==> config.mk <==
export PLATFORM = sky130hd
export DESIGN_NAME = ldp_power_seq
export DESIGN_NICKNAME = d
export VERILOG_FILES = /design/src/ldp_pkg.sv /design/src/ldp_power_seq.sv
export SDC_FILE = /design/constraint.sdc
export NUM_CORES = 1
export LEC_CHECK = 0
export BUFFER_PORTS_ARGS = -buffer_cell sky130_fd_sc_hd__buf_2
export CAP_MARGIN = 30
export CORE_UTILIZATION = 54
export DETAILED_ROUTE_END_ITERATION = 12
export PLACE_DENSITY = 0.77
export SYNTH_ARGS = -nofsm -noshare
export SYNTH_HDL_FRONTEND = slang
export SYNTH_SLANG_ARGS = --single-unit
==> constraint.sdc <==
create_clock -name core_clk -period 4.07 [get_ports core_clk]
set_clock_uncertainty 0.15 [all_clocks]
set_input_delay 0.814 -clock core_clk [delete_from_list [all_inputs] [get_ports core_clk]]
set_output_delay 0.814 -clock core_clk [all_outputs]
set_load 0.02 [all_outputs]
==> src/ldp_pkg.sv <==
// Constants, register map and state encoding for the LED driver power-up sequencer.
package ldp_pkg;
    // Clock and timing.
    localparam int CLK_PERIOD_NS = 20;
    localparam int INIT_UNIT_US = 1000;
    localparam int INIT_UNIT_CYCLES = (INIT_UNIT_US * 1000 + CLK_PERIOD_NS - 1) / CLK_PERIOD_NS;
    localparam int MIN_PULSE_NS = 1000;
    localparam int MIN_PULSE_CYCLES = MIN_PULSE_NS / CLK_PERIOD_NS;
    localparam int NUM_CH = 12;
    // Register byte offsets.
    localparam logic [7:0] ADDR_CTRL = 8'h00;
    localparam logic [7:0] ADDR_STATUS = 8'h04;
    localparam logic [7:0] ADDR_CONF = 8'h08;
    localparam logic [7:0] ADDR_ENABLE = 8'h0C;
    localparam logic [7:0] ADDR_CURR_BASE = 8'h10;
    localparam logic [7:0] ADDR_DUTY_BASE = 8'h40;
    // Field positions.
    localparam int CTRL_FLAG_CLR_BIT = 0;
    localparam int CTRL_RELOAD_BIT = 1;
    localparam int CTRL_FAULT_CLR_BIT = 2;
    localparam int STAT_POR_BIT = 0;
    localparam int STAT_LOWSUP_BIT = 1;
    localparam int STAT_LOWNOW_BIT = 2;
    localparam int STAT_STATE_LSB = 4;
    localparam int CONF_GAIN_LSB = 0;
    localparam int CONF_FREQ_LSB = 4;
    localparam int CONF_TH_LSB = 8;
    localparam int DUTY_LO_LSB = 0;
    localparam int DUTY_HI_LSB = 4;
    // Reset values for registers without a nonvolatile copy.
    localparam logic [5:0] CURRENT_DEFAULT = 6'h3F;
    localparam logic [7:0] DUTY_HI_DEFAULT = 8'h00;
    localparam logic [3:0] DUTY_LO_DEFAULT = 4'hF;
    // Low-supply threshold scaling onto the supply converter code.
    localparam logic [7:0] LOW_SUP_BASE_CODE = 8'h20;
    localparam logic [7:0] LOW_SUP_STEP_CODE = 8'h08;
    localparam logic [3:0] LOW_SUP_TH_MAX = 4'hE;
    // Current multipliers of the reference gain field.
    localparam logic [9:0] GAIN_X512 = 10'h200;
    localparam logic [9:0] GAIN_X256 = 10'h100;
    localparam logic [9:0] GAIN_X128 = 10'h080;
    localparam logic [9:0] GAIN_X64 = 10'h040;

    typedef enum logic [2:0] {
        LDP_POR = 3'b001,
        LDP_INIT = 3'b010,
        LDP_NORMAL = 3'b100
    } ldp_state_t;

    // Clock cycles per PWM base tick; 256 ticks form one dimming period.
    function automatic logic [9:0] ldp_base_div(input logic [3:0] sel);
        logic [9:0] d;
        d = 10'h3D0;
        case (sel)
            4'h0: d = 10'h3D0;
            4'h1: d = 10'h1E8;
            4'h2: d = 10'h145;
            4'h3: d = 10'h0F4;
            4'h4: d = 10'h0C3;
            4'h5: d = 10'h0A3;
            4'h6: d = 10'h08B;
            4'h7: d = 10'h07A;
            4'h8: d = 10'h062;
            4'h9: d = 10'h051;
            4'hA: d = 10'h03D;
            4'hB: d = 10'h031;
            4'hC: d = 10'h021;
            4'hD: d = 10'h018;
            4'hE: d = 10'h010;
            default: d = 10'h009;
        endcase
        return d;
    endfunction
endpackage

==> src/ldp_power_seq.sv <==
// Power-up sequencer, output configuration and APB register file of the LED driver.
//
// Local design decisions: the placing of the registers and the APB slave port.
`timescale 1ns/10ps
`default_nettype none
module ldp_power_seq #(
    parameter int INIT_UNIT_CYCLES = ldp_pkg::INIT_UNIT_CYCLES
) (
    input wire logic core_clk,
    input wire logic rst_n,
    input wire logic psel,
    input wire logic penable,
    input wire logic pwrite,
    input wire logic [7:0] paddr,
    input wire logic [31:0] pwdata,
    output logic [31:0] prdata,
    output logic pready,
    output logic pslverr,
    input wire logic supplyUvPin,
    input wire logic ldoUvPin,
    input wire logic [3:0] nvInitTimerLength,
    input wire logic [1:0] nvReferenceGain,
    input wire logic [3:0] nvDimmingFrequency,
    input wire logic [3:0] nvLowSupplyThreshold,
    input wire logic [7:0] supplyAdcCode,
    input wire logic supplyAdcValid,
    output logic [ldp_pkg::NUM_CH-1:0] chanDrive,
    output logic [6*ldp_pkg::NUM_CH-1:0] chanCurrentCodeOut,
    output logic [7*ldp_pkg::NUM_CH-1:0] chanCurrentSteps,
    output logic [9:0] currentMultiplier,
    output logic [3:0] dimmingFrequency,
    output logic diagSuppress,
    output logic faultClearPulse,
    output logic faultPinOut,
    output logic faultPinOe
);
    import ldp_pkg::*;

    ldp_state_t state;
    logic [1:0] uvMeta, uvSync, uvLate, uvFilt;
    logic uvActive;
    logic [15:0] unitCnt;
    logic [3:0] unitsLeft;
    logic porFlag, registerReloadCmd, lowSupplyWarningFlag, lowSupplyNow;
    logic [1:0] referenceGainSelect;
    logic [3:0] dimmingFrequencySelect, lowSupplyThreshold, initTimerLength;
    logic [NUM_CH-1:0] channelOutputEnable;
    logic [5:0] channelCurrentCode [NUM_CH];
    logic [7:0] dutyHigh [NUM_CH];
    logic [3:0] dutyLow [NUM_CH];
    logic [9:0] baseCnt;
    logic [7:0] cyclePos;
    logic [3:0] ditherFrame;
    logic baseTick, loadDefaults, wrEn, wrCtrl, clearFlagWrite, faultClearWrite;
    logic addrMapped;
    logic [31:0] readWord;
    logic [7:0] thresholdCode;

    // True when the address falls in one of the twelve per-channel word slots.
    function automatic logic chanHit(input logic [7:0] addr, input logic [7:0] base);
        return (addr >= base) && (addr < base + 8'(4 * NUM_CH)) && (addr[1:0] == 2'b00);
    endfunction

    function automatic logic [3:0] chanIdx(input logic [7:0] addr, input logic [7:0] base);
        logic [7:0] off;
        off = addr - base;
        return off[5:2];
    endfunction

    // Undervoltage pins are asynchronous; a change counts only once stages two and three agree.
    always_ff @(posedge core_clk) begin
        if (!rst_n) begin
            uvMeta <= 2'b11;
            uvSync <= 2'b11;
            uvLate <= 2'b11;
            uvFilt <= 2'b11;
        end else begin
            uvMeta <= {ldoUvPin, supplyUvPin};
            uvSync <= uvMeta;
            uvLate <= uvSync;
            for (int b = 0; b < 2; b++) begin
                if (uvSync[b] == uvLate[b]) begin
                    uvFilt[b] <= uvLate[b];
                end
            end
        end
    end
    assign uvActive = uvFilt[0] | uvFilt[1];

    // APB strobes; the slave never inserts wait states.
    assign wrEn = psel & penable & pwrite;
    assign wrCtrl = wrEn && (paddr == ADDR_CTRL) && (state != LDP_POR);
    assign clearFlagWrite = wrCtrl & pwdata[CTRL_FLAG_CLR_BIT];
    assign faultClearWrite = wrCtrl & pwdata[CTRL_FAULT_CLR_BIT];
    assign loadDefaults = (state == LDP_POR) | registerReloadCmd;
    assign pready = 1'b1;
    assign pslverr = psel & penable & ~addrMapped;

    // Sequencer: reset state while either supply is low, then timed initialization, then normal.
    always_ff @(posedge core_clk) begin
        if (!rst_n || uvActive) begin
            state <= LDP_POR;
        end else begin
            case (state)
                LDP_POR: state <= LDP_INIT;
                LDP_INIT: begin
                    if (clearFlagWrite || unitsLeft == 4'h0) begin
                        state <= LDP_NORMAL;
                    end
                end
                LDP_NORMAL: state <= LDP_NORMAL;
                default: state <= LDP_POR;
            endcase
        end
    end

    // Initialization timer in units of INIT_UNIT_CYCLES; reloaded throughout the reset state.
    always_ff @(posedge core_clk) begin
        if (!rst_n || state == LDP_POR) begin
            unitCnt <= 16'h0000;
            unitsLeft <= initTimerLength;
        end else if (state == LDP_INIT && unitsLeft != 4'h0) begin
            if (unitCnt == 16'(INIT_UNIT_CYCLES - 1)) begin
                unitCnt <= 16'h0000;
                unitsLeft <= unitsLeft - 4'h1;
            end else begin
                unitCnt <= unitCnt + 16'h0001;
            end
        end
    end

    // Reset history flag; a set in the same cycle as a clear wins.
    always_ff @(posedge core_clk) begin
        if (!rst_n) begin
            porFlag <= 1'b1;
        end else if (loadDefaults) begin
            porFlag <= 1'b1;
        end else if (clearFlagWrite) begin
            porFlag <= 1'b0;
        end
    end

    // Reload command acts in the cycle after the write and then drops by itself.
    always_ff @(posedge core_clk) begin
        if (!rst_n || state == LDP_POR) begin
            registerReloadCmd <= 1'b0;
        end else begin
            registerReloadCmd <= wrCtrl & pwdata[CTRL_RELOAD_BIT];
        end
    end

    // Fault-clear pulse goes out to the other fault flags of the device.
    always_ff @(posedge core_clk) begin
        if (!rst_n) begin
            faultClearPulse <= 1'b0;
        end else begin
            faultClearPulse <= faultClearWrite;
        end
    end

    // Threshold code; setting 15 has no meaning of its own and acts as the highest setting.
    always_comb begin
        thresholdCode = LOW_SUP_BASE_CODE + LOW_SUP_STEP_CODE * 8'((lowSupplyThreshold > LOW_SUP_TH_MAX) ?
            LOW_SUP_TH_MAX : lowSupplyThreshold);
    end

    // Low-supply comparison on each fresh converter result; the warning is sticky.
    always_ff @(posedge core_clk) begin
        if (!rst_n || state == LDP_POR) begin
            lowSupplyNow <= 1'b0;
            lowSupplyWarningFlag <= 1'b0;
        end else begin
            if (supplyAdcValid) begin
                lowSupplyNow <= supplyAdcCode < thresholdCode;
            end
            if (supplyAdcValid && supplyAdcCode < thresholdCode) begin
                lowSupplyWarningFlag <= 1'b1;
            end else if (faultClearWrite) begin
                lowSupplyWarningFlag <= 1'b0;
            end
        end
    end
    assign diagSuppress = lowSupplyNow;

    // Configuration registers: nonvolatile copies or defaults on load, else software writes.
    always_ff @(posedge core_clk) begin
        if (!rst_n || loadDefaults) begin
            referenceGainSelect <= nvReferenceGain;
            dimmingFrequencySelect <= nvDimmingFrequency;
            lowSupplyThreshold <= nvLowSupplyThreshold;
            initTimerLength <= nvInitTimerLength;
            channelOutputEnable <= '0;
            for (int i = 0; i < NUM_CH; i++) begin
                channelCurrentCode[i] <= CURRENT_DEFAULT;
                dutyHigh[i] <= DUTY_HI_DEFAULT;
                dutyLow[i] <= DUTY_LO_DEFAULT;
            end
        end else if (wrEn) begin
            if (paddr == ADDR_CONF) begin
                referenceGainSelect <= pwdata[CONF_GAIN_LSB +: 2];
                dimmingFrequencySelect <= pwdata[CONF_FREQ_LSB +: 4];
                lowSupplyThreshold <= pwdata[CONF_TH_LSB +: 4];
            end else if (paddr == ADDR_ENABLE) begin
                channelOutputEnable <= pwdata[NUM_CH-1:0];
            end else if (chanHit(paddr, ADDR_CURR_BASE)) begin
                channelCurrentCode[chanIdx(paddr, ADDR_CURR_BASE)] <= pwdata[5:0];
            end else if (chanHit(paddr, ADDR_DUTY_BASE)) begin
                dutyHigh[chanIdx(paddr, ADDR_DUTY_BASE)] <= pwdata[DUTY_HI_LSB +: 8];
                dutyLow[chanIdx(paddr, ADDR_DUTY_BASE)] <= pwdata[DUTY_LO_LSB +: 4];
            end
        end
    end

    // Read decode; unmapped or unaligned addresses read zero and raise pslverr.
    always_comb begin
        readWord = 32'h0000_0000;
        addrMapped = 1'b1;
        if (paddr == ADDR_CTRL) begin
            readWord[CTRL_RELOAD_BIT] = registerReloadCmd;
        end else if (paddr == ADDR_STATUS) begin
            readWord[STAT_POR_BIT] = porFlag;
            readWord[STAT_LOWSUP_BIT] = lowSupplyWarningFlag;
            readWord[STAT_LOWNOW_BIT] = lowSupplyNow;
            readWord[STAT_STATE_LSB +: 3] = state;
        end else if (paddr == ADDR_CONF) begin
            readWord[CONF_GAIN_LSB +: 2] = referenceGainSelect;
            readWord[CONF_FREQ_LSB +: 4] = dimmingFrequencySelect;
            readWord[CONF_TH_LSB +: 4] = lowSupplyThreshold;
        end else if (paddr == ADDR_ENABLE) begin
            readWord[NUM_CH-1:0] = channelOutputEnable;
        end else if (chanHit(paddr, ADDR_CURR_BASE)) begin
            readWord[5:0] = channelCurrentCode[chanIdx(paddr, ADDR_CURR_BASE)];
        end else if (chanHit(paddr, ADDR_DUTY_BASE)) begin
            readWord[DUTY_HI_LSB +: 8] = dutyHigh[chanIdx(paddr, ADDR_DUTY_BASE)];
            readWord[DUTY_LO_LSB +: 4] = dutyLow[chanIdx(paddr, ADDR_DUTY_BASE)];
        end else begin
            addrMapped = 1'b0;
        end
    end

    // Read data is captured in the setup cycle so that it stands registered in the access phase.
    always_ff @(posedge core_clk) begin
        if (!rst_n) begin
            prdata <= 32'h0000_0000;
        end else if (psel && !penable) begin
            prdata <= pwrite ? 32'h0000_0000 : readWord;
        end
    end

    // PWM timebase shared by all channels; 256 base ticks per period, 16 periods per dither frame.
    always_ff @(posedge core_clk) begin
        if (!rst_n) begin
            baseCnt <= 10'h000;
            cyclePos <= 8'h00;
            ditherFrame <= 4'h0;
        end else if (baseTick) begin
            baseCnt <= ldp_base_div(dimmingFrequencySelect) - 10'h001;
            cyclePos <= cyclePos + 8'h01;
            if (cyclePos == 8'hFF) begin
                ditherFrame <= ditherFrame + 4'h1;
            end
        end else begin
            baseCnt <= baseCnt - 10'h001;
        end
    end
    assign baseTick = (baseCnt == 10'h000);

    // Per-channel comparators; one base tick is 9 to 976 cycles long, so at the fastest rate a pulse can be shorter than MIN_PULSE_CYCLES.
    always_ff @(posedge core_clk) begin
        if (!rst_n) begin
            chanDrive <= '0;
        end else begin
            for (int i = 0; i < NUM_CH; i++) begin
                chanDrive[i] <= (state != LDP_POR) && !loadDefaults && channelOutputEnable[i] &&
                    ({1'b0, cyclePos} < ({1'b0, dutyHigh[i]} + 9'(ditherFrame <= dutyLow[i])));
            end
        end
    end

    // Analog settings handed to the current sources.
    always_ff @(posedge core_clk) begin
        if (!rst_n) begin
            currentMultiplier <= GAIN_X512;
            dimmingFrequency <= 4'h0;
            chanCurrentCodeOut <= '0;
            chanCurrentSteps <= '0;
        end else begin
            case (referenceGainSelect)
                2'b11: currentMultiplier <= GAIN_X512;
                2'b10: currentMultiplier <= GAIN_X256;
                2'b01: currentMultiplier <= GAIN_X128;
                default: currentMultiplier <= GAIN_X64;
            endcase
            dimmingFrequency <= dimmingFrequencySelect;
            for (int i = 0; i < NUM_CH; i++) begin
                chanCurrentCodeOut[6*i +: 6] <= channelCurrentCode[i];
                chanCurrentSteps[7*i +: 7] <= {1'b0, channelCurrentCode[i]} + 7'h01;
            end
        end
    end

    // Open-drain fault pin: only ever pulls low, and only in the reset state.
    assign faultPinOut = 1'b0;
    assign faultPinOe = (state == LDP_POR);
    property p_uv_forces_por;
        @(posedge core_clk) disable iff (!rst_n) uvActive |=> state == LDP_POR;
    endproperty
    a_uv_forces_por: assert property (p_uv_forces_por) else $error("Undervoltage did not force reset state.");
    property p_por_sets_flag;
        @(posedge core_clk) disable iff (!rst_n) state == LDP_POR |=> porFlag;
    endproperty
    a_por_sets_flag: assert property (p_por_sets_flag) else $error("History flag not set by reset state.");
    property p_por_outputs_off;
        @(posedge core_clk) disable iff (!rst_n) state == LDP_POR |=> chanDrive == '0 && channelOutputEnable == '0;
    endproperty
    a_por_outputs_off: assert property (p_por_outputs_off) else $error("Channel on during reset state.");
    property p_por_to_init;
        @(posedge core_clk) disable iff (!rst_n) state == LDP_POR && !uvActive |=> state == LDP_INIT && !faultPinOe;
    endproperty
    a_por_to_init: assert property (p_por_to_init) else $error("No move to initialization after supplies good.");
    property p_clear_ends_init;
        @(posedge core_clk) disable iff (!rst_n)
            state == LDP_INIT && clearFlagWrite && !uvActive |=> state == LDP_NORMAL && !porFlag;
    endproperty
    a_clear_ends_init: assert property (p_clear_ends_init) else $error("Flag clear did not end initialization.");
    property p_reload_self_clears;
        @(posedge core_clk) disable iff (!rst_n) registerReloadCmd |=> !registerReloadCmd && porFlag;
    endproperty
    a_reload_self_clears: assert property (p_reload_self_clears) else $error("Reload bit stuck or flag not set.");
    property p_low_supply_sets;
        @(posedge core_clk) disable iff (!rst_n)
            supplyAdcValid && supplyAdcCode < thresholdCode && state != LDP_POR && !uvActive
            |=> lowSupplyWarningFlag && diagSuppress;
    endproperty
    a_low_supply_sets: assert property (p_low_supply_sets) else $error("Low supply not flagged.");
    property p_low_supply_sticky;
        @(posedge core_clk) disable iff (!rst_n)
            lowSupplyWarningFlag && !faultClearWrite && state != LDP_POR && !uvActive |=> lowSupplyWarningFlag;
    endproperty
    a_low_supply_sticky: assert property (p_low_supply_sticky) else $error("Low-supply warning lost early.");
    property p_gain_map;
        @(posedge core_clk) disable iff (!rst_n)
            rst_n |=> currentMultiplier == ($past(referenceGainSelect) == 2'b11 ? GAIN_X512 :
            $past(referenceGainSelect) == 2'b10 ? GAIN_X256 :
            $past(referenceGainSelect) == 2'b01 ? GAIN_X128 : GAIN_X64);
    endproperty
    a_gain_map: assert property (p_gain_map) else $error("Wrong current multiplier.");
endmodule // ldp_power_seq
`default_nettype wire

==> flow_results.xml <==
<?xml version="1.0" encoding="UTF-8"?>
<metrics>
  <group name="power">
    <metric name="p_switching" unit="mW">2.95</metric>
    <metric name="cellLeakagePower" unit="nW">13.3</metric>
    <metric name="clock_share_of_power" unit="%">42.8</metric>
    <metric name="p_int" unit="mW">9.82</metric>
    <metric name="pwr_density_cell" unit="mW/mm²">400</metric>
    <metric name="seq_power_share" unit="%">49.1</metric>
    <metric name="ir_drop" unit="mV">0.391</metric>
    <metric name="switching_share" unit="%">23.1</metric>
    <metric name="combPwrFrac" unit="%">8.1</metric>
  </group>
  <group name="yosys">
    <metric name="synthDominantAreaCellType" unit="">edfxtp_1</metric>
    <metric name="syn_area" unit="mm²">0.0277</metric>
    <metric name="post-synth-top-count-cell" unit="">edfxtp_1</metric>
    <metric name="synth.top_cell.area_share" unit="%">33.2</metric>
    <metric name="ys.warnings.count" unit="">0</metric>
    <metric name="largest_family_of_logic_cells_by_synthesized_area" unit="">simple AND/OR/NAND/NOR gates</metric>
    <metric name="syn_avg_cell_area" unit="µm²">11.7</metric>
    <metric name="netlist_top_cells_count" unit="">edfxtp_1, dfxtp_1, and2_1</metric>
    <metric name="postSynthRegisterBits" unit="">570</metric>
    <metric name="adder_cell_share_of_the_synthesized_area" unit="%">8.54</metric>
    <metric name="post_synth_and_or_nand_nor_area_fraction" unit="%">16.7</metric>
    <metric name="synth_compound_area_share" unit="%">5.83</metric>
    <metric name="post_synth_main_area_contributors" unit="">edfxtp_1, dfxtp_1, ha_1, mux4_2, and2_1</metric>
    <metric name="post_synth_top_flop" unit="">edfxtp_1</metric>
    <metric name="synth_cell_type_count" unit="">63</metric>
    <metric name="yosys-mux-area-fraction" unit="%">8.31</metric>
    <metric name="synth_cells" unit="">2361</metric>
    <metric name="post_synth_xor_area_fraction" unit="%">5.22</metric>
    <metric name="synth-edff-count" unit="">306</metric>
    <metric name="ys_seq_area_share" unit="%">52.2</metric>
    <metric name="postSynth.asyncResetShare" unit="%">0</metric>
  </group>
  <group name="final_layout">
    <metric name="stdcell_count" unit="">3389</metric>
    <metric name="final_layout_size_suffix_gt1_share" unit="%">19.2</metric>
    <metric name="num-nets-final" unit="">2928</metric>
    <metric name="area_growth_syn_to_layout" unit="%">15.3</metric>
  </group>
  <group name="setup_path">
    <metric name="worst_setup_path_start_kind" unit="">flop</metric>
    <metric name="worst_ep_arrival_time" unit="ns">4.07</metric>
    <metric name="timing.critical_path.required" unit="ns">4.41</metric>
    <metric name="timing.setup.critical_path_class" unit="">flop to flop</metric>
    <metric name="worst-path-max-fanout" unit="">12</metric>
    <metric name="endpoint_kind" unit="">flop</metric>
  </group>
  <group name="sta">
    <metric name="setup_violations" unit="">0</metric>
    <metric name="setup_tns" unit="ns">0</metric>
    <metric name="headroom_to_the_max_slew_limit" unit="%">27.5</metric>
    <metric name="max_slew.worst_pin.slew" unit="ns">1.09</metric>
    <metric name="rsz0062_at_grt" unit="">false</metric>
    <metric name="min_period" unit="ns">3.73</metric>
    <metric name="final_hold_viol_count" unit="">0</metric>
    <metric name="layout_worst_path_cycle_share" unit="%">91.7</metric>
    <metric name="maxClockFrequency" unit="MHz">268</metric>
    <metric name="final-max-slew-violation-count" unit="">0</metric>
  </group>
  <group name="place">
    <metric name="place_hpwl" unit="µm">50300</metric>
    <metric name="numPlacedInstances" unit="">3281</metric>
    <metric name="place_congestion" unit="">0.931</metric>
    <metric name="io_buffers" unit="">238</metric>
  </group>
  <group name="grt">
    <metric name="globalRouteMet3Util" unit="%">4.22</metric>
    <metric name="global_route.peak_usage_layer" unit="">met2</metric>
    <metric name="grt_start_max_net_pins" unit="">95</metric>
    <metric name="grt_overflow" unit="">0</metric>
    <metric name="grt_overall_usage" unit="%">27.3</metric>
    <metric name="grt_pass1_vias" unit="">19400</metric>
    <metric name="global_route.usage.met2" unit="%">46.8</metric>
    <metric name="antenna_violations_before_repair" unit="">1</metric>
    <metric name="use_met1" unit="%">34.0</metric>
    <metric name="grt_pass1_wl" unit="µm">109000</metric>
  </group>
  <group name="floorplan">
    <metric name="rows" unit="">82</metric>
    <metric name="core_area" unit="mm²">0.0504</metric>
    <metric name="io_pins" unit="">290</metric>
    <metric name="die_h" unit="µm">229</metric>
    <metric name="floorplan.die.width" unit="µm">229</metric>
    <metric name="dieArea" unit="mm²">0.0522</metric>
    <metric name="initial_core_util" unit="%">55.0</metric>
  </group>
  <group name="clock_tree">
    <metric name="clk_latency" unit="ns">0.61</metric>
    <metric name="cts_buffer_depth" unit="">3</metric>
    <metric name="hold_buffers" unit="">0</metric>
    <metric name="clk_root_buffer_cell" unit="">clkbuf_16</metric>
    <metric name="tritoncts.num_buffers" unit="">58</metric>
    <metric name="cts_setup_buffers" unit="">0</metric>
    <metric name="tritoncts" unit="">yes</metric>
    <metric name="post_cts_resized" unit="">0</metric>
    <metric name="htree_levels" unit="">2</metric>
    <metric name="cts.clk_slew.worst_paths" unit="ns">0.06</metric>
    <metric name="numClockSinks" unit="">570</metric>
  </group>
  <group name="detailed_routing">
    <metric name="drt_pass_1_iters" unit="">5</metric>
    <metric name="dr.first_iter.drc_count" unit="">1496</metric>
    <metric name="avgRoutedWirePerCell" unit="µm">21.2</metric>
    <metric name="ant_nets" unit="">0</metric>
    <metric name="drt_wl_total" unit="µm">71700</metric>
    <metric name="drc" unit="">0</metric>
    <metric name="detailroute.via_count" unit="">19700</metric>
    <metric name="routed_via_density" unit="">5.81</metric>
  </group>
  <group name="min_path">
    <metric name="worst_hold_path_type" unit="">input pin to flop</metric>
  </group>
  <group name="flow_run">
    <metric name="number_of_max_cap_violations" unit="">0</metric>
  </group>
  <group name="run_status">
    <metric name="result_of_the_run" unit="">finished clean</metric>
  </group>
</metrics>
[sequential cells by signal (all words and copies together), names as in the netlist, 3 cells and up, named ones only]
register,count
prdata,12
unitCnt,16
channelCurrentCode,96
channelOutputEnable,12
dimmingFrequency,4
ditherFrame,4
lowSupplyThreshold,4
dutyHigh,128
chanDrive,12
unitsLeft,4
cyclePos,8
dimmingFrequencySelect,4
chanCurrentCodeOut,72
currentMultiplier,4
dutyLow,64
initTimerLength,4
baseCnt,10
chanCurrentSteps,84
state,3
[logic make-up after synthesis]
group	count (synthesis)
compound gates	257
xor+xnor	165
fa+ha+maj	189
buf+inv	191
flops	570
mux	119
other cells	2
simple gates	868
[power by group through the flow]
stage / Combinational [mW] / Clock (mW) / Sequential (mW)
floorplan: 0.707 / 0 / 6.41
global placement: 0.989 / 0 / 6.37
detailed placement: 1.02 / 0 / 6.38
global route: 1.13 / 5.75 / 6.27
CTS: 1.03 / 5.53 / 6.26
finish: 1.04 / 5.46 / 6.26
[metal layers]
metal  vias to the layer above  share of wire (%)
li1                       8998                  -
met1                      9573                 39
met2                       920                 49
met3                       198                7.9
met4                         0                4.4
met5                         -                  0
[worst max-delay path, cell delays in order (launching register included)]
cell	delay, ns
dfxtp_1	0.35
inv_1	0.49
ha_1	0.27
nor2b_1	0.05
o21ai_0	0.15
nand2b_1	0.08
a21oi_1	0.17
a41o_1	0.23
ha_1	0.28
and3_1	0.22
xnor2_1	0.13
ha_1	0.27
a21o_1	0.18
a21oi_1	0.14
o21ai_0	0.14
a31oi_1	0.33
[worst paths after layout]
path	slack, ns	to	start	depth (start not counted)
max	0.34	chanDrive[8]	ditherFrame[0]	15
min	0.23	initTimerLength[0]	nvInitTimerLength[0]	1
max reg2reg	0.34	chanDrive[8]	ditherFrame[0]	15
min reg2reg	0.26	uvSync[1]	uvMeta[1]	1
[layout by cell type, fill, tap and decap left out, types with 6 or more instances in the layout]
cell / n
inv_1: 48
ha_1: 189
nor2_1: 136
nor3_1: 8
a21oi_1: 75
and3_1: 47
edfxtp_1: 306
clkbuf_1: 11
or3_1: 125
nand2_1: 167
a211oi_1: 6
nand4_1: 15
buf_4: 75
mux2_2: 6
clkbuf_8: 12
mux4_2: 86
nand3_1: 91
clkbuf_16: 63
nor2b_1: 16
a41o_1: 12
buf_2: 236
nand2b_1: 35
xnor2_1: 65
xor2_1: 100
mux2i_1: 21
o21ai_0: 72
and2_1: 198
a31oi_1: 13
o211ai_1: 6
dfxtp_1: 264
clkinv_2: 7
a21o_1: 45
conb_1: 76
[stage by stage]
step | cell area [µm²] | setup slack, ns | hold slack [ns] | power, mW | util, %
floorplan | 28000 | 0.0412 | 0.236 | 7.11 | -
global placement | 29900 | 0.506 | 0.242 | 7.36 | 59.4
detailed placement | 29900 | 0.434 | 0.247 | 7.40 | 59.4
CTS | 31900 | 0.392 | 0.195 | 12.8 | 63.4
global route | 31900 | 0.126 | 0.203 | 13.2 | 63.4
finish | 31900 | 0.340 | 0.230 | 12.8 | 63.4
[area by class of cell]
cell class / instances / area (µm²)
antenna: 1 / 2.50
clock buffer: 86 / 1780
clock inverter: 21 / 220
fill: 3800 / 18400
inverter: 52 / 195
multi-input combinational: 1674 / 12600
sequential: 570 / 14500
tap: 672 / 841
timing repair buffer: 313 / 1780
(Power assumes the default switching activity.)
